--- config.mk ---
export PLATFORM = sky130hd
export DESIGN_NAME = mrab_bridge
export DESIGN_NICKNAME = d
export VERILOG_FILES = /design/src/hw/mrab_pkg.sv /design/src/hw/mrab_tick_div.sv /design/src/hw/mrab_bridge.sv
export SDC_FILE = /design/constraint.sdc
export NUM_CORES = 1
export LEC_CHECK = 0
export BUFFER_PORTS_ARGS = -buffer_cell sky130_fd_sc_hd__buf_2
export CORE_MARGIN = 1.5
export CORE_UTILIZATION = 34
export DETAILED_ROUTE_END_ITERATION = 8
export PLACE_DENSITY = 0.61
export SETUP_SLACK_MARGIN = 0.15
export SKIP_LAST_GASP = 1
export SYNTH_ARGS = -nofsm -noshare
export SYNTH_HDL_FRONTEND = slang
export SYNTH_HIERARCHICAL = 1
export SYNTH_SLANG_ARGS = --single-unit
--- constraint.sdc ---
create_clock -name sys_clk -period 1.6 [get_ports sys_clk]
set_input_delay 0.16 -clock sys_clk [delete_from_list [all_inputs] [get_ports sys_clk]]
set_output_delay 0.16 -clock sys_clk [all_outputs]
set_load 0.05 [all_outputs]
--- src/hw/mrab_pkg.sv ---
// Package for the metering register access bridge.
// Holds the register offsets, field positions, reset values and timing counts.
package mrab_pkg;
    // Special-function register offsets.
    localparam logic [7:0] OFS_POINTER = 8'h91;
    localparam logic [7:0] OFS_DATA_LOW = 8'h92;
    localparam logic [7:0] OFS_DATA_MID = 8'h93;
    localparam logic [7:0] OFS_DATA_HIGH = 8'h94;
    localparam logic [7:0] OFS_VRMS_LOW = 8'hD1;
    localparam logic [7:0] OFS_VRMS_MID = 8'hD2;
    localparam logic [7:0] OFS_VRMS_HIGH = 8'hD3;
    localparam logic [7:0] OFS_IRMS_LOW = 8'hD4;
    localparam logic [7:0] OFS_IRMS_MID = 8'hD5;
    localparam logic [7:0] OFS_IRMS_HIGH = 8'hD6;
    localparam logic [7:0] OFS_IRQ_EN_LOW = 8'hD9;
    localparam logic [7:0] OFS_IRQ_EN_MID = 8'hDA;
    localparam logic [7:0] OFS_IRQ_EN_HIGH = 8'hDB;
    localparam logic [7:0] OFS_IRQ_ST_LOW = 8'hDC;
    localparam logic [7:0] OFS_IRQ_ST_MID = 8'hDD;
    localparam logic [7:0] OFS_IRQ_ST_HIGH = 8'hDE;
    localparam logic [7:0] OFS_WAV1_LOW = 8'hE2;
    localparam logic [7:0] OFS_WAV1_MID = 8'hE3;
    localparam logic [7:0] OFS_WAV1_HIGH = 8'hE4;
    localparam logic [7:0] OFS_WAV2_LOW = 8'hE5;
    localparam logic [7:0] OFS_WAV2_MID = 8'hE6;
    localparam logic [7:0] OFS_WAV2_HIGH = 8'hE7;

    // Pointer fields.
    localparam int PTR_DIR_BIT = 7;
    localparam int PTR_ADDR_MSB = 6;

    // Reset values.
    localparam logic [7:0] RST_BYTE = 8'h00;
    localparam logic [23:0] RST_WORD = 24'h000000;

    // Timing: system clock and metering clock rates in hertz.
    localparam int SYS_CLK_HZ = 100000000;
    localparam int SRC_CLK_HZ = 4096000;
    localparam int METER_DIV = 5;
    localparam int METER_CLK_HZ = SRC_CLK_HZ / METER_DIV;
    localparam int METER_TICK_CYCLES = SYS_CLK_HZ / METER_CLK_HZ;

    typedef enum logic [1:0] {
        MRAB_IDLE = 2'b00,
        MRAB_PEND = 2'b01
    } mrab_state_type;
endpackage : mrab_pkg

--- src/hw/mrab_tick_div.sv ---
// Divider that turns the system clock into a one-cycle enable pulse.
// Assumes a single synchronous clock and active-low synchronous reset.
`timescale 1ns/1ps
module mrab_tick_div #(
    parameter int PERIOD = 122
) (
    // Clock and reset.
    input wire logic sys_clk,
    input wire logic rst_n,
    // Enable pulse, one cycle every PERIOD cycles.
    output logic tick
);
    localparam int CW = $clog2(PERIOD + 1);
    localparam logic [CW-1:0] LAST = CW'(PERIOD - 1);
    logic [CW-1:0] cnt_r;

    always_ff @(posedge sys_clk) begin
        if (!rst_n) begin
            cnt_r <= '0;
            tick <= 1'b0;
        end else begin
            tick <= (cnt_r == LAST);
            cnt_r <= (cnt_r == LAST) ? '0 : cnt_r + CW'(1);
        end
    end
endmodule : mrab_tick_div

--- src/hw/mrab_bridge.sv ---
// Bridge from the processor's special-function register bus to the metering core.
// Assumes the metering core logic runs on sys_clk, gated by the metering tick.
//
// How it works
// - Rms, interrupt and waveform bytes are direct registers; others go through the pointer.
// - Each interrupt status byte is captured from the core when that byte is read.
// - Waveform and rms values are 24 bits, shown as low, middle and high bytes.
// - Reading a high byte snapshots all 24 bits in that same access.
// - Low and middle reads return the last snapshot; read the high byte first.
// - The pointer sits at 0x91; writing it starts an indirect access.
// - Pointer bit 7 is direction, 1 write and 0 read; bits 6..0 are address.
// - An indirect write copies the three data bytes into the addressed register.
// - A one-byte target takes only the low data byte on a write.
// - The metering side steps at 4.096 MHz divided by five, 819.2 kHz.
// - Indirect requests are synchronised to the metering rate for a 100 MHz processor clock only.
// - An indirect read copies the addressed register into the three data bytes.
// - A one-byte read updates the low byte and clears middle and high bytes.
`timescale 1ns/1ps
module mrab_bridge (
    // Clock and reset.
    input wire logic sys_clk,
    input wire logic rst_n,
    // Special-function register bus.
    input wire logic [7:0] sfr_addr,
    input wire logic sfr_wr,
    input wire logic sfr_rd,
    input wire logic [7:0] sfr_wdata,
    output logic [7:0] sfr_rdata,
    // Live values from the metering core.
    input wire logic [23:0] voltage_rms_bytes,
    input wire logic [23:0] current_rms_bytes,
    input wire logic [23:0] waveform_sample_one,
    input wire logic [23:0] waveform_sample_two,
    input wire logic [23:0] irq_status_live,
    // Interrupt enable and status write-back to the core.
    output logic [23:0] metering_interrupt_enable,
    output logic irq_status_wr,
    output logic [1:0] irq_status_byte,
    output logic [7:0] irq_status_wdata,
    // Indirect internal register port, stepped by the metering tick.
    output logic meter_tick,
    output logic [6:0] mreg_addr,
    output logic mreg_wr,
    output logic mreg_rd,
    output logic [23:0] mreg_wdata,
    input wire logic [23:0] mreg_rdata,
    input wire logic mreg_one_byte,
    // Indirect access still in flight.
    output logic pointer_busy
);
    import mrab_pkg::*;

    mrab_state_type state_r;
    logic [7:0] metering_pointer_address_r;
    logic [7:0] pointer_data_low_r;
    logic [7:0] pointer_data_middle_r;
    logic [7:0] pointer_data_high_r;
    logic [23:0] vrms_snap_r;
    logic [23:0] irms_snap_r;
    logic [23:0] wav1_snap_r;
    logic [23:0] wav2_snap_r;
    logic [7:0] rdata_nxt;
    logic ptr_wr;
    logic done;

    // The divider is the metering clock; the core acts only on its pulse.
    mrab_tick_div #(
        .PERIOD(METER_TICK_CYCLES)
    ) u_div (
        .sys_clk(sys_clk),
        .rst_n(rst_n),
        .tick(meter_tick)
    );

    assign ptr_wr = sfr_wr && (sfr_addr == OFS_POINTER);
    assign done = (state_r == MRAB_PEND) && meter_tick;
    assign pointer_busy = (state_r == MRAB_PEND);

    // A pointer write while one is pending replaces it; the core sees one access only.
    always_ff @(posedge sys_clk) begin
        if (!rst_n) begin
            state_r <= MRAB_IDLE;
        end else begin
            case (state_r)
                MRAB_IDLE: begin
                    if (ptr_wr) begin
                        state_r <= MRAB_PEND;
                    end
                end
                MRAB_PEND: begin
                    if (done && !ptr_wr) begin
                        state_r <= MRAB_IDLE;
                    end
                end
                default: begin
                    state_r <= MRAB_IDLE;
                end
            endcase
        end
    end

    always_ff @(posedge sys_clk) begin
        if (!rst_n) begin
            metering_pointer_address_r <= RST_BYTE;
        end else if (ptr_wr) begin
            metering_pointer_address_r <= sfr_wdata;
        end
    end

    // Pulses to the core land only in the cycle after a metering tick.
    // The address follows the pointer at once, so the core has flagged a one-byte
    // target well before the write data is latched on the tick.
    always_ff @(posedge sys_clk) begin
        if (!rst_n) begin
            mreg_wr <= 1'b0;
            mreg_rd <= 1'b0;
            mreg_addr <= 7'h00;
            mreg_wdata <= RST_WORD;
        end else begin
            mreg_wr <= done && !ptr_wr && metering_pointer_address_r[PTR_DIR_BIT];
            mreg_rd <= done && !ptr_wr && !metering_pointer_address_r[PTR_DIR_BIT];
            if (ptr_wr) begin
                mreg_addr <= sfr_wdata[PTR_ADDR_MSB:0];
            end
            if (done && !ptr_wr) begin
                mreg_wdata[7:0] <= pointer_data_low_r;
                mreg_wdata[15:8] <= mreg_one_byte ? RST_BYTE : pointer_data_middle_r;
                mreg_wdata[23:16] <= mreg_one_byte ? RST_BYTE : pointer_data_high_r;
            end
        end
    end

    // The core holds mreg_rdata for mreg_addr in the same cycle as the read request.
    logic rd_cap_r;
    always_ff @(posedge sys_clk) begin
        if (!rst_n) begin
            rd_cap_r <= 1'b0;
        end else begin
            rd_cap_r <= done && !ptr_wr && !metering_pointer_address_r[PTR_DIR_BIT];
        end
    end

    // Read capture wins over a processor write in the same cycle.
    always_ff @(posedge sys_clk) begin
        if (!rst_n) begin
            pointer_data_low_r <= RST_BYTE;
            pointer_data_middle_r <= RST_BYTE;
            pointer_data_high_r <= RST_BYTE;
        end else if (rd_cap_r) begin
            pointer_data_low_r <= mreg_rdata[7:0];
            pointer_data_middle_r <= mreg_one_byte ? RST_BYTE : mreg_rdata[15:8];
            pointer_data_high_r <= mreg_one_byte ? RST_BYTE : mreg_rdata[23:16];
        end else if (sfr_wr) begin
            if (sfr_addr == OFS_DATA_LOW) begin
                pointer_data_low_r <= sfr_wdata;
            end
            if (sfr_addr == OFS_DATA_MID) begin
                pointer_data_middle_r <= sfr_wdata;
            end
            if (sfr_addr == OFS_DATA_HIGH) begin
                pointer_data_high_r <= sfr_wdata;
            end
        end
    end

    // Snapshots of the 24-bit quantities, taken on a high-byte read.
    always_ff @(posedge sys_clk) begin
        if (!rst_n) begin
            vrms_snap_r <= RST_WORD;
            irms_snap_r <= RST_WORD;
            wav1_snap_r <= RST_WORD;
            wav2_snap_r <= RST_WORD;
        end else if (sfr_rd) begin
            if (sfr_addr == OFS_VRMS_HIGH) begin
                vrms_snap_r <= voltage_rms_bytes;
            end
            if (sfr_addr == OFS_IRMS_HIGH) begin
                irms_snap_r <= current_rms_bytes;
            end
            if (sfr_addr == OFS_WAV1_HIGH) begin
                wav1_snap_r <= waveform_sample_one;
            end
            if (sfr_addr == OFS_WAV2_HIGH) begin
                wav2_snap_r <= waveform_sample_two;
            end
        end
    end

    always_ff @(posedge sys_clk) begin
        if (!rst_n) begin
            metering_interrupt_enable <= RST_WORD;
        end else if (sfr_wr) begin
            if (sfr_addr == OFS_IRQ_EN_LOW) begin
                metering_interrupt_enable[7:0] <= sfr_wdata;
            end
            if (sfr_addr == OFS_IRQ_EN_MID) begin
                metering_interrupt_enable[15:8] <= sfr_wdata;
            end
            if (sfr_addr == OFS_IRQ_EN_HIGH) begin
                metering_interrupt_enable[23:16] <= sfr_wdata;
            end
        end
    end

    // Status writes are forwarded; the core decides how they clear its flags.
    always_ff @(posedge sys_clk) begin
        if (!rst_n) begin
            irq_status_wr <= 1'b0;
            irq_status_byte <= 2'h0;
            irq_status_wdata <= RST_BYTE;
        end else begin
            irq_status_wr <= sfr_wr && (sfr_addr >= OFS_IRQ_ST_LOW)
                && (sfr_addr <= OFS_IRQ_ST_HIGH);
            if (sfr_wr) begin
                irq_status_byte <= 2'(sfr_addr - OFS_IRQ_ST_LOW);
                irq_status_wdata <= sfr_wdata;
            end
        end
    end

    // Read mux; rms and waveform high bytes and status bytes return the live value being latched.
    // Each status byte is captured alone into the read register when it is read.
    always_comb begin
        case (sfr_addr)
            OFS_POINTER: rdata_nxt = metering_pointer_address_r;
            OFS_DATA_LOW: rdata_nxt = pointer_data_low_r;
            OFS_DATA_MID: rdata_nxt = pointer_data_middle_r;
            OFS_DATA_HIGH: rdata_nxt = pointer_data_high_r;
            OFS_VRMS_LOW: rdata_nxt = vrms_snap_r[7:0];
            OFS_VRMS_MID: rdata_nxt = vrms_snap_r[15:8];
            OFS_VRMS_HIGH: rdata_nxt = voltage_rms_bytes[23:16];
            OFS_IRMS_LOW: rdata_nxt = irms_snap_r[7:0];
            OFS_IRMS_MID: rdata_nxt = irms_snap_r[15:8];
            OFS_IRMS_HIGH: rdata_nxt = current_rms_bytes[23:16];
            OFS_IRQ_EN_LOW: rdata_nxt = metering_interrupt_enable[7:0];
            OFS_IRQ_EN_MID: rdata_nxt = metering_interrupt_enable[15:8];
            OFS_IRQ_EN_HIGH: rdata_nxt = metering_interrupt_enable[23:16];
            OFS_IRQ_ST_LOW: rdata_nxt = irq_status_live[7:0];
            OFS_IRQ_ST_MID: rdata_nxt = irq_status_live[15:8];
            OFS_IRQ_ST_HIGH: rdata_nxt = irq_status_live[23:16];
            OFS_WAV1_LOW: rdata_nxt = wav1_snap_r[7:0];
            OFS_WAV1_MID: rdata_nxt = wav1_snap_r[15:8];
            OFS_WAV1_HIGH: rdata_nxt = waveform_sample_one[23:16];
            OFS_WAV2_LOW: rdata_nxt = wav2_snap_r[7:0];
            OFS_WAV2_MID: rdata_nxt = wav2_snap_r[15:8];
            OFS_WAV2_HIGH: rdata_nxt = waveform_sample_two[23:16];
            default: rdata_nxt = RST_BYTE;
        endcase
    end

    always_ff @(posedge sys_clk) begin
        if (!rst_n) begin
            sfr_rdata <= RST_BYTE;
        end else if (sfr_rd) begin
            sfr_rdata <= rdata_nxt;
        end
    end
endmodule : mrab_bridge

# == Word level (Yosys, flattened, before mapping) ==
# Cells that the tools add are included.
# word_totals
regBits,182
inputBits,165
out_inout_bits,78
# classes
add_sub_neg,2
magnitude_cmp,2
eq_ne,26
n_mux,17
bitwise,1
reduce_logical,26
# ops
cell,n
"== test 8 bit, second input constant",22
one-hot mux 8 bit (22 select lines),1
two-way mux 8 bit,13
AND reduction 2 bit,11
"greater-or-equal comparator 8 bit, second input constant",1
"<= comparator 8 bit, second input constant",1
nonzero test 2 bit,4
"adder 7 x 1 -> 7 bit, second input constant",1
"== test 7 bit, second input constant",1
logical AND 1 bit,7
two-way mux 2 bit,2
one-hot mux 2 bit (2 select lines),1
"== test 2 x 1 -> 1 bit, second input constant",1
zero test 1 bit,2
zero test 2 bit,1
"!= test 2 x 1 -> 1 bit, second input constant",1
"!= test 2 bit, second input constant",1
OR reduction 2 bit,1
"subtractor 2 x 1 -> 2 bit, second input constant",1
NOT 1 bit,1

# == Depth between registers and ports, before layout ==
# Gate-level depths: netlist of run 1.
# depth
depth_word,6
depth_mapped,9
depth_no_buf,5

# == By module ==
# Netlist of run 1, hierarchy kept.
# modules_own_cells
mod,n_inst,cells_each,area_each_um2,seq_area_each_um2
mrab_bridge,1,924,8490.6,3323.2
mrab_tick_div,1,33,315.3,160.2

# == Least setup slack after synthesis of run 1 ==
# Ideal clock, no wire load.
# synth_path
path_type,reg-to-reg
start,register rd_cap_r
end,register pointer_data_high_r[7]
arrival_time_ns,1.828
required_ns,1.541
setup_slack_ns,-0.286
stages_incl_launch_ff,8
path_buffers,3
cell_sequence,dfxtp_1 -> clkbuf_1 -> nor2b_1 -> clkbuf_1 -> clkbuf_1 -> a21oi_1 -> nand2_1 -> o211a_1
# synth_between
elab_chain_len,2
# synth_rtl
element,line,text
start: declaration,mrab_bridge.sv:134,logic rd_cap_r;
start signal: assignment,mrab_bridge.sv:139,rd_cap_r <= done && !ptr_wr && !metering_pointer_address_r[PTR_DIR_BIT];
nonzero test 2 bit (no source line),--,
AND reduction 2 bit (no source line),--,
end signal: assignment,mrab_bridge.sv:152,pointer_data_high_r <= mreg_one_byte ? RST_BYTE : mreg_rdata[23:16];
end signal: assignment,mrab_bridge.sv:161,pointer_data_high_r <= sfr_wdata;
end: declaration,mrab_bridge.sv:57,logic [7:0] pointer_data_high_r;
# Several ways; a longest one is shown, not always the timed one.
# A chain may end at the register's enable or synchronous reset.

# == Worst setup path after layout of run 1 ==
# layout_path
start,register wav2_snap_r[1]
end,register sfr_rdata[1]
# layout_between
elab_chain_len,1
# layout_rtl
element,line,text
start: declaration,mrab_bridge.sv:61,logic [23:0] wav2_snap_r;
start signal: assignment,mrab_bridge.sv:184,wav2_snap_r <= waveform_sample_two;
one-hot mux 8 bit (22 select lines),mrab_bridge.sv:224,case (sfr_addr)
end signal: assignment,mrab_bridge.sv:255,sfr_rdata <= rdata_nxt;
end: declaration,mrab_bridge.sv:28,"output logic [7:0] sfr_rdata,"
# No other way between the ends.

==> results of run 1 <==
critical path, stage by stage (launching register included):
cell and delay [ns]:
dfxtp_1 0.31, mux4_2 0.49, and3_4 0.19, a2111oi_4 0.20, a32oi_1 0.16
cell usage after synthesis, types with 6 or more instances:
cell type,count
nand3b_1,20
a31oi_1,6
nand3_1,17
nor2b_1,108
o211a_1,17
a22oi_1,28
clkbuf_1,39
a21boi_0,37
nand2_1,122
nand2b_1,6
inv_1,6
buf_2,26
mux2_2,24
buf_4,14
a21oi_1,30
o21ai_0,20
and3_1,9
and2_1,10
a32oi_1,12
nor2_1,16
nand4_1,6
dfxtp_1,174
mux2i_1,112
state kept, by name, indices dropped and copies added, names as in the netlist:
name / cells
vrms_snap_r: 16
state_r: 1
pointer_data_low_r: 8
wav2_snap_r: 16
pointer_data_high_r: 8
wav1_snap_r: 16
metering_pointer_address_r: 8
metering_interrupt_enable: 24
irq_status_wdata: 8
sfr_rdata: 8
pointer_data_middle_r: 8
mreg_wr: 1
mreg_wdata: 24
u_div/cnt_r: 7
u_div/tick: 1
irms_snap_r: 16
irq_status_wr: 1
irq_status_byte: 2
rd_cap_r: 1
per-stage QoR:
stage / cell area, µm² / worst slack [ns] / hold slack [ns] / cells
final: 12500 / 0.129 / 0.00442 / 1660
after global routing: 12500 / 0.0982 / 0.00794 / 1660
after CTS: 12400 / 0.110 / 0.000693 / 1657
after detailed placement: 11300 / -0.339 / 0.423 / 1572
after global placement: 11300 / -0.388 / 0.413 / 1572
after floorplan: 9070 / 0.0748 / 0.273 / 957
where the power goes:
| group | switching (mW) | total [mW] | leakage [nW] | internal [mW] |
|---|---|---|---|---|
| clock network | 1.99 | 4.04 | 0.263 | 2.05 |
| logic | 0.624 | 1.23 | 3.79 | 0.607 |
| registers | 0.0171 | 4.37 | 1.41 | 4.35 |
cell type report:
| cell class | count | area (µm²) | area share [%] |
|---|---|---|---|
| sequential | 174 | 3490 | 27.9 |
| tap | 330 | 413 | 3.29 |
| antenna | 1 | 2.50 | 0.0200 |
| clock buffer | 18 | 429 | 3.42 |
| timing repair buffer | 425 | 2940 | 23.4 |
| multi-input combinational | 692 | 5120 | 40.8 |
| inverter | 6 | 22.5 | 0.180 |
| clock inverter | 14 | 123 | 0.978 |
repair_timing:
item	CTS	global route
hold buffers	53	0
pin swaps	3	7
setup buffers	0	2
resized for setup	14	21
endpoints found under the setup margin	6	21
hold endpoints to repair	53	0
worst max-delay path by stage:
stage | slack, ns | depth (start not counted) | startpoint | to
floorplan | 0.07 | 9 | sfr_addr[6] | mreg_wdata[19]
global placement | -0.39 | 8 | sfr_addr[2] | sfr_rdata[2]
detailed placement | -0.34 | 8 | sfr_addr[2] | sfr_rdata[2]
CTS | 0.11 | 4 | wav2_snap_r[1] | sfr_rdata[1]
global route | 0.1 | 4 | wav2_snap_r[1] | sfr_rdata[1]
finish | 0.13 | 4 | wav2_snap_r[1] | sfr_rdata[1]
logic make-up (layout without fill, tap and decap cells):
| family | count (synthesis) | count (layout) | share of synthesized area, % |
|---|---|---|---|
| simple gates | 349 | 349 | 22.0 |
| compound gates | 200 | 200 | 16.7 |
| flops | 174 | 174 | 39.6 |
| mux | 138 | 138 | 16.3 |
| buf+inv | 91 | 463 | 4.86 |
| xor+xnor | 3 | 3 | 0.298 |
| fa+ha+maj | 2 | 2 | 0.284 |
| other cells | 0 | 1 | 0 |
layer usage:
| layer | vias up | global-route usage (%) |
|---|---|---|
| met3 | 45 | 5.10 |
| met5 | - | 0 |
| met1 | 4136 | 32.7 |
| met4 | 0 | 7.11 |
| met2 | 356 | 41.7 |
| li1 | 4155 | - |
==> metrics, run 1 <==
worst skew pair latency about 0.44 ns; RSZ-0062 raised after global routing yes; pwr dens 769 nW/µm²; post-synthesis async set-or-reset flop share 0%; R2R Setup Slk 0.13 ns; # setup viols final 0; Crit Path Class reg -> reg; Most used DFF post-synth dfxtp_1; H-tree depth 4; Final Skew 0.0126 ns; worst r2r dst sfr_rdata[1]; met3 wire len around 2400 µm; Hold Crit Depth 3; DIE WIDTH 164 µm; CTS Buf Count 17; Mean Syn Cell Area between 9 and 10 µm²; fin. max-slew vios 0; Clock Pin Slew Worst Setup and Hold Paths around 0.080 ns; CTS Root Cell clkbuf_16; cells after synthesis 957; initial antenna violation count 1; CTS tree built; LEAKAGE 5.46 nW; hold path startpoint waveform_sample_one[6]; largest area contributor in the netlist dfxtp_1; Final Critical Period 1.47 ns; syn nets 1124; via/cell ratio ~5.2; Hold Crit Class in -> reg; DP HPWL 26000 µm; Tcrit/Tclk final about nine tenths; crit path launch type register; Netlist cell types roughly 70; final core occ 49.5%; Total Routed Length 33900 µm; #FFs+latches synth roughly 170; WL/cell about 20 µm; Worst Max-Slew Pin Slew 0.579 ns; Seq/Total Area, Yosys 39.6%; Hold Violations, Final 0; Die ar. around 27000 µm²; Die Y-Extent about 160 µm; Tot GR Track Use about a quarter; worst vdd ir 0.000464 V; commonest non-fill, non-tap cell in the layout buf_2; Netlist Area Pre-Place roughly 8800 µm²; vias in the first global route between 8000 and 9000; fill count about 2500; DRC 0; crit path max fanout 2; Arrival @ worst endpoint ~1.8 ns; largest net degree at the start of global routing around 110; Synth area leaders dfxtp_1 (40%), mux2i_1 (13%), nor2b_1 (7.7%), nand2_1 (5.2%), a21boi_0 (3.2%); initial DRC count roughly 620; total grt overflow 0; TNS Setup 0 ns; outcome finished, final reports clean; first-pass GRT wire length approximately 50000 µm; Clock Tree Buf Depth 2; Post-DRT Antenna Nets 0; Layout Nets 1483; Syn-to-layout area delta 42.4%; path depth of the worst reg2reg path 4; Starting Density between 30% and 40%; num ports between 200 and 250; commonest cells after routing, fill and taps aside buf_2 (240), dfxtp_1 (168), nand2_1 (120); Max-Cap Viols 0; via count 8692; layout cells sized above 1 between 30% and 40%; CP Capture Type register; Max Used Layer met4; WP data required about 1.9 ns; Endpoint, Worst Hold wav1_snap_r[6]; wl on met1 approximately 15000 µm; reg2reg start wav2_snap_r[1]; Post-synth EDFFs 0; Yosys top cell area share approximately two fifths; drt pass-1 iters 5; Core Rows 58; Pwr Total roughly 9.6 mW; routed length on met2 16100 µm; gp weighted congestion 0.913; Core ar. 25300 µm²; TritonCTS Sinks roughly 170; headroom to the max-slew limit between 60% and 70%; Fmax achieved roughly 700 MHz; I/O Buffers 242; Synthesis Warnings 6
(Power assumes the default switching activity.)
==> inputs of run 2 (changes only) <==
REMOVE_ABC_BUFFERS = 1   (was not set)
TNS_END_PERCENT = 20   (was not set)
==> metrics, run 2 (same netlist as run 1, synthesis figures left out) <==
outcome finished, final reports clean; Hold Crit Class in -> reg; layout cells sized above 1 between 30% and 40%; Final Hold Slack around 0.0062 ns; largest net degree at the start of global routing 95; Tot GR Track Use around 24%; headroom to the max-slew limit between 50% and 60%; Die ar. ~27000 µm²; Die Y-Extent 164 µm; hold path startpoint waveform_sample_two[1]; pwr dens 779 nW/µm²; Max stage delay on crit path 0.46 ns; path depth of the worst reg2reg path 4; CP max stage cell mux4_2; CP Capture Type register; CTS Buf Count 17; total grt overflow 0; Crit Path Class reg -> reg; crit path launch type register; crit path max fanout 2; Inst Count DP approximately 1600; Max-Cap Viols 0; fin. max-slew vios 0; Layout Nets about 1500; WP data required between 1.5 and 2 ns; RSZ-0062 raised after global routing yes; Non-Filler Instances 1661; DP HPWL roughly 25000 µm; WL/cell roughly 20 µm; worst-path cell chain mux4_2, and3_4, a2111oi_4, a32oi_1; TritonCTS Sinks approximately 170; worst r2r dst sfr_rdata[1]; commonest cells after routing, fill and taps aside buf_2 (237), dfxtp_1 (172), buf_4 (124); via/cell ratio slightly above 5; Endpoint, Worst Hold wav2_snap_r[1]; Tcrit/Tclk final 93.4%; via count ~8500; R2R Setup Slk ~0.11 ns; drt pass-1 iters 5; initial antenna violation count 0; num ports about 240; Post-DRT Antenna Nets 0; Clock Tree Buf Depth 2; Final Critical Period roughly 1.5 ns; Core Rows 58; ANT cells 0; H-tree depth 4; Hold Violations, Final 0; Hold Crit Depth 3; reg2reg start wav2_snap_r[1]; worst skew pair latency between 0.4 and 0.5 ns; LEAKAGE around 5.5 nW; CTS Root Cell clkbuf_16; DRC 0; Starting Density a little over a third; I/O Buffers 242; Final Skew between 0.01 and 0.015 ns; Core ar. 25300 µm²; DIE WIDTH between 150 and 200 µm; vias in the first global route between 8000 and 9000; CTS tree built; commonest non-fill, non-tap cell in the layout buf_2; Total Routed Length 32600 µm; worst vdd ir ~0.00053 V; gp weighted congestion 0.927; first-pass GRT wire length between 40000 and 50000 µm; Arrival @ worst endpoint between 1.5 and 2 ns; # setup viols final 0; Clock Pin Slew Worst Setup and Hold Paths ~0.07 ns; initial DRC count 597; top flop regs metering_interrupt_enable x24, mreg_wdata x24; Worst Max-Slew Pin Slew 0.612 ns; Fmax achieved approximately 670 MHz; Syn-to-layout area delta 41.4%
[run 2: changes by cell type in the layout (fill, tap and decap cells not counted), sizes merged]
cell         change
diode            -1
bufinv           +2
clkbuf           +8
inv              -7
buf              +5
clkinvlp         -4
dlygate4sd3      -2
[run 2: per-stage QoR]
stage          TNS (ns)  utilization (%)  setup slack (ns)  total power [mW]  instance area [µm²]
2_1_floorplan    -41.03                -            -0.816              4.80                 8400
3_3_place_gp     -24.43             44.3            -0.323              5.53                11200
3_5_place_dp     -24.64             44.3            -0.366              5.53                11200
4_1_cts         -0.0367             48.5           -0.0326              9.73                12300
5_1_grt               0             49.2            0.0212              10.0                12500
6_report              0             49.2             0.106              9.70                12500
[run 2: where the power goes]
part | internal [mW] | switching (mW)
Clock | 2.41 | 1.72
Sequential | 4.36 | 0.0167
Combinational | 0.589 | 0.603
Total | 7.35 | 2.34
[run 2: worst max-delay path: cells and delay by family, from the launching register on]
family	cells	cell delay, ns
simple gates	1	0.18
mux	1	0.46
flops	1	0.32
compound gates	2	0.39
[run 2: cell type report]
| type | instances | area [µm²] |
|---|---|---|
| Fill cell | 2461 | 12900 |
| Multi-Input combinational cell | 692 | 5030 |
| Sequential cell | 174 | 3490 |
| Timing Repair Buffer | 430 | 2940 |
| Clock buffer | 24 | 482 |
| Tap cell | 330 | 413 |
| Clock inverter | 5 | 82.6 |
| Inverter | 6 | 22.5 |
[run 2: how the worst max path moves through the flow]
stage | cells after the start | from | endpoint
detailed placement | 8 | sfr_addr[1] | sfr_rdata[4]
CTS | 4 | wav2_snap_r[1] | sfr_rdata[1]
global route | 4 | wav2_snap_r[1] | sfr_rdata[1]
floorplan | 4 | sfr_addr[7] | mreg_wr
global placement | 8 | sfr_addr[1] | sfr_rdata[4]
finish | 4 | wav2_snap_r[1] | sfr_rdata[1]
[run 2: per-layer routing]
metal  share of wire [%]  routed length, µm  vias to the layer above  track usage, %
li1                    -                  -                     4163               -
met1                  47              15200                     4038            33.8
met2                  45              14800                      293            38.9
met3                 6.1               1990                       32            4.37
met4                 1.8                587                        0            7.02
met5                   0                  0                        -               0
[run 2: repair_timing]
action / 4_1_cts / 5_1_grt
endpoints found under the setup margin: 22 / 78
pin swaps: 1 / 12
setup buffers: 0 / 1
hold buffers: 51 / 0
resized for setup: 4 / 32
endpoints found under the hold margin: 51 / 0
==> inputs of run 3 (changes only) <==
ABC_AREA = 1   (was not set)
==> metrics, run 3 <==
Die ar. about 26000 µm²; cells after synthesis roughly 1200; Synth area leaders dfxtp_1 (41%), nand3_1 (13%), nand2_1 (10%), a21oi_1 (7.7%), nor2_1 (5.4%); DRC 0; layout cells sized above 1 26.7%; top flop regs metering_interrupt_enable x24, mreg_wdata x24; Core ar. roughly 24000 µm²; Core Rows 57; num ports 243; initial DRC count around 620; gp weighted congestion between 0.8 and 0.9; Fmax achieved ~710 MHz; Worst Max-Slew Pin Slew ~0.49 ns; Tcrit/Tclk final 88.3%; headroom to the max-slew limit between 60% and 70%; hold path startpoint voltage_rms_bytes[9]; Inst Count DP 1785; WL/cell about 16 µm; worst vdd ir ~0.00044 V; Final Hold Slack approximately 0.0025 ns; Netlist Area Pre-Place around 8500 µm²; Post-DRT Antenna Nets 0; Total Routed Length slightly above 30000 µm; via/cell ratio 5.01; final core occ between 40% and 50%; most used cell, CP buf_4; Endpoint, Worst Hold vrms_snap_r[9]; H-tree depth 4; vias in the first global route 8575; commonest non-fill, non-tap cell in the layout buf_2; CP Capture Type output pin; Non-Filler Instances between 1500 and 2000; #FFs+latches synth 174; Crit Path Class reg -> out; WP data required about 1.4 ns; Starting Density between 30% and 40%; CP max stage cell dfxtp_4; commonest cells after routing, fill and taps aside buf_2 (241), nand3_1 (225), nand2_1 (224); Post-synth EDFFs 0; crit path max fanout 10; Yosys top cell area share between 40% and 50%; count leader, synth nand2_1; Seq/Total Area, Yosys around 41%; crit path launch type register; Hold Crit Class in -> reg; Syn-to-layout area delta 34.0%; Final Instance Area 11300 µm²; Area after DPL about 10000 µm²; DP HPWL about 23000 µm; reg2reg start u_div/tick; Die Y-Extent 161 µm; Tot GR Track Use between 20% and 30%; Netlist cell types 32; CTS tree built; CTS Buf Count 17; Pwr Total roughly 9.3 mW; RSZ-0062 raised after global routing yes; drt pass-1 iters 5; Final Critical Period 1.41 ns; routed length on met2 roughly 14000 µm; LEAKAGE around 5.0 nW; I/O Buffers about 240; Synthesis Warnings 6; worst skew pair latency approximately 0.44 ns; Layout Nets about 1700; TritonCTS Sinks 174; Most used DFF post-synth dfxtp_1; total grt overflow 0; Arrival @ worst endpoint roughly 1.3 ns; worst-path cell chain buf_4, buf_4; worst r2r dst mreg_wdata[15]; first-pass GRT wire length around 46000 µm; Post-synth top cells nand2_1 (226), nand3_1 (225), dfxtp_1 (174); CTS Root Cell clkbuf_16; fin. max-slew vios 0; Hold Crit Depth 3; # setup viols final 0; DIE WIDTH 161 µm; met3 wire len around 1800 µm; post-synthesis async set-or-reset flop share 0%; Hold Violations, Final 0; R2R Setup Slk between 0.3 and 0.4 ns; initial antenna violation count 0; Max Used Layer met4; Max-Cap Viols 0; Final Skew between 0.01 and 0.015 ns; largest net degree at the start of global routing 62; pwr dens around 800 nW/µm²; Clock Tree Buf Depth 2; via count 9253; Max stage delay on crit path 0.41 ns; ANT cells 0; largest area contributor in the netlist dfxtp_1; path depth of the worst reg2reg path 6; Mean Syn Cell Area slightly below 7 µm²; Clock Pin Slew Worst Setup and Hold Paths about 0.07 ns; outcome finished, final reports clean; wl on met1 13300 µm
[run 3: cell count changes after synthesis, sizes merged, moves of 17 or more]
cell	previous run	this run
nand2	122	235
mux2	24	0
nand3	19	229
o21ai	22	67
mux2i	112	0
inv	6	92
a21boi	42	0
nand4	6	36
a22oi	28	5
nor2b	108	0
o211a	17	0
nor2	17	138
nand3b	20	0
a21oi	31	134
[run 3: repair_timing]
item / 4_1_cts / 5_1_grt
hold buffers: 24 / 1
cloned: 0 / 1
resized for setup: 3 / 5
setup endpoints to repair: 1 / 23
hold endpoints to repair: 24 / 1
pin swaps: 0 / 2
buffers inserted: 0 / 3
[run 3: report_power, final]
part           leakage (nW)  switching [mW]  internal [mW]
Clock                 0.283            1.82           2.23
Combinational          3.28           0.534          0.358
Sequential             1.41          0.0225           4.36
Total                  4.96            2.38           6.95
[run 3: logic make-up after synthesis]
family | share of synthesized area [%]
AOI/OAI and AO/OA | 14.2
and+or+nand+nor | 34.7
DFF | 41.2
adders and majority gates | 0.296
xor gates and xnor gates | 0.207
buffers and inverters | 9.43
[run 3: worst max path at each step]
stage | startpoint | depth (start not counted) | end
2_1_floorplan | sfr_addr[5] | 7 | vrms_snap_r[0]
3_3_place_gp | sfr_addr[5] | 13 | sfr_rdata[4]
3_5_place_dp | sfr_addr[5] | 13 | sfr_rdata[0]
4_1_cts | rd_cap_r | 2 | mreg_rd
5_1_grt | sfr_addr[5] | 13 | sfr_rdata[1]
6_report | rd_cap_r | 2 | mreg_rd
[run 3: worst max-delay path, delay by kind of cell (launching register included)]
kind / cells / cell delay, ns
flops: 1 / 0.41
buf+inv: 2 / 0.40
[run 3: layout make-up]
cell class                 count  area, µm²
tap                          324        405
fill                        2599      13100
sequential                   174       3490
inverter                      92        349
clock buffer                  19        453
clock inverter                13        115
timing repair buffer         351       2330
multi-input combinational    873       4200
[run 3: through the flow]
stage,setup slack (ns),TNS [ns]
3_3_place_gp,-0.213,-6.25
4_1_cts,0.182,0
5_1_grt,0.0946,0
6_report,0.187,0
3_5_place_dp,-0.237,-8.89
2_1_floorplan,-2.04,-188.32
[run 3: per-layer routing]
layer  GRT usage, %  vias to the layer above
li1               -                     4679
met1           29.8                     4221
met2           38.1                      309
met3           4.88                       44
met4           8.54                        0
met5              0                        -
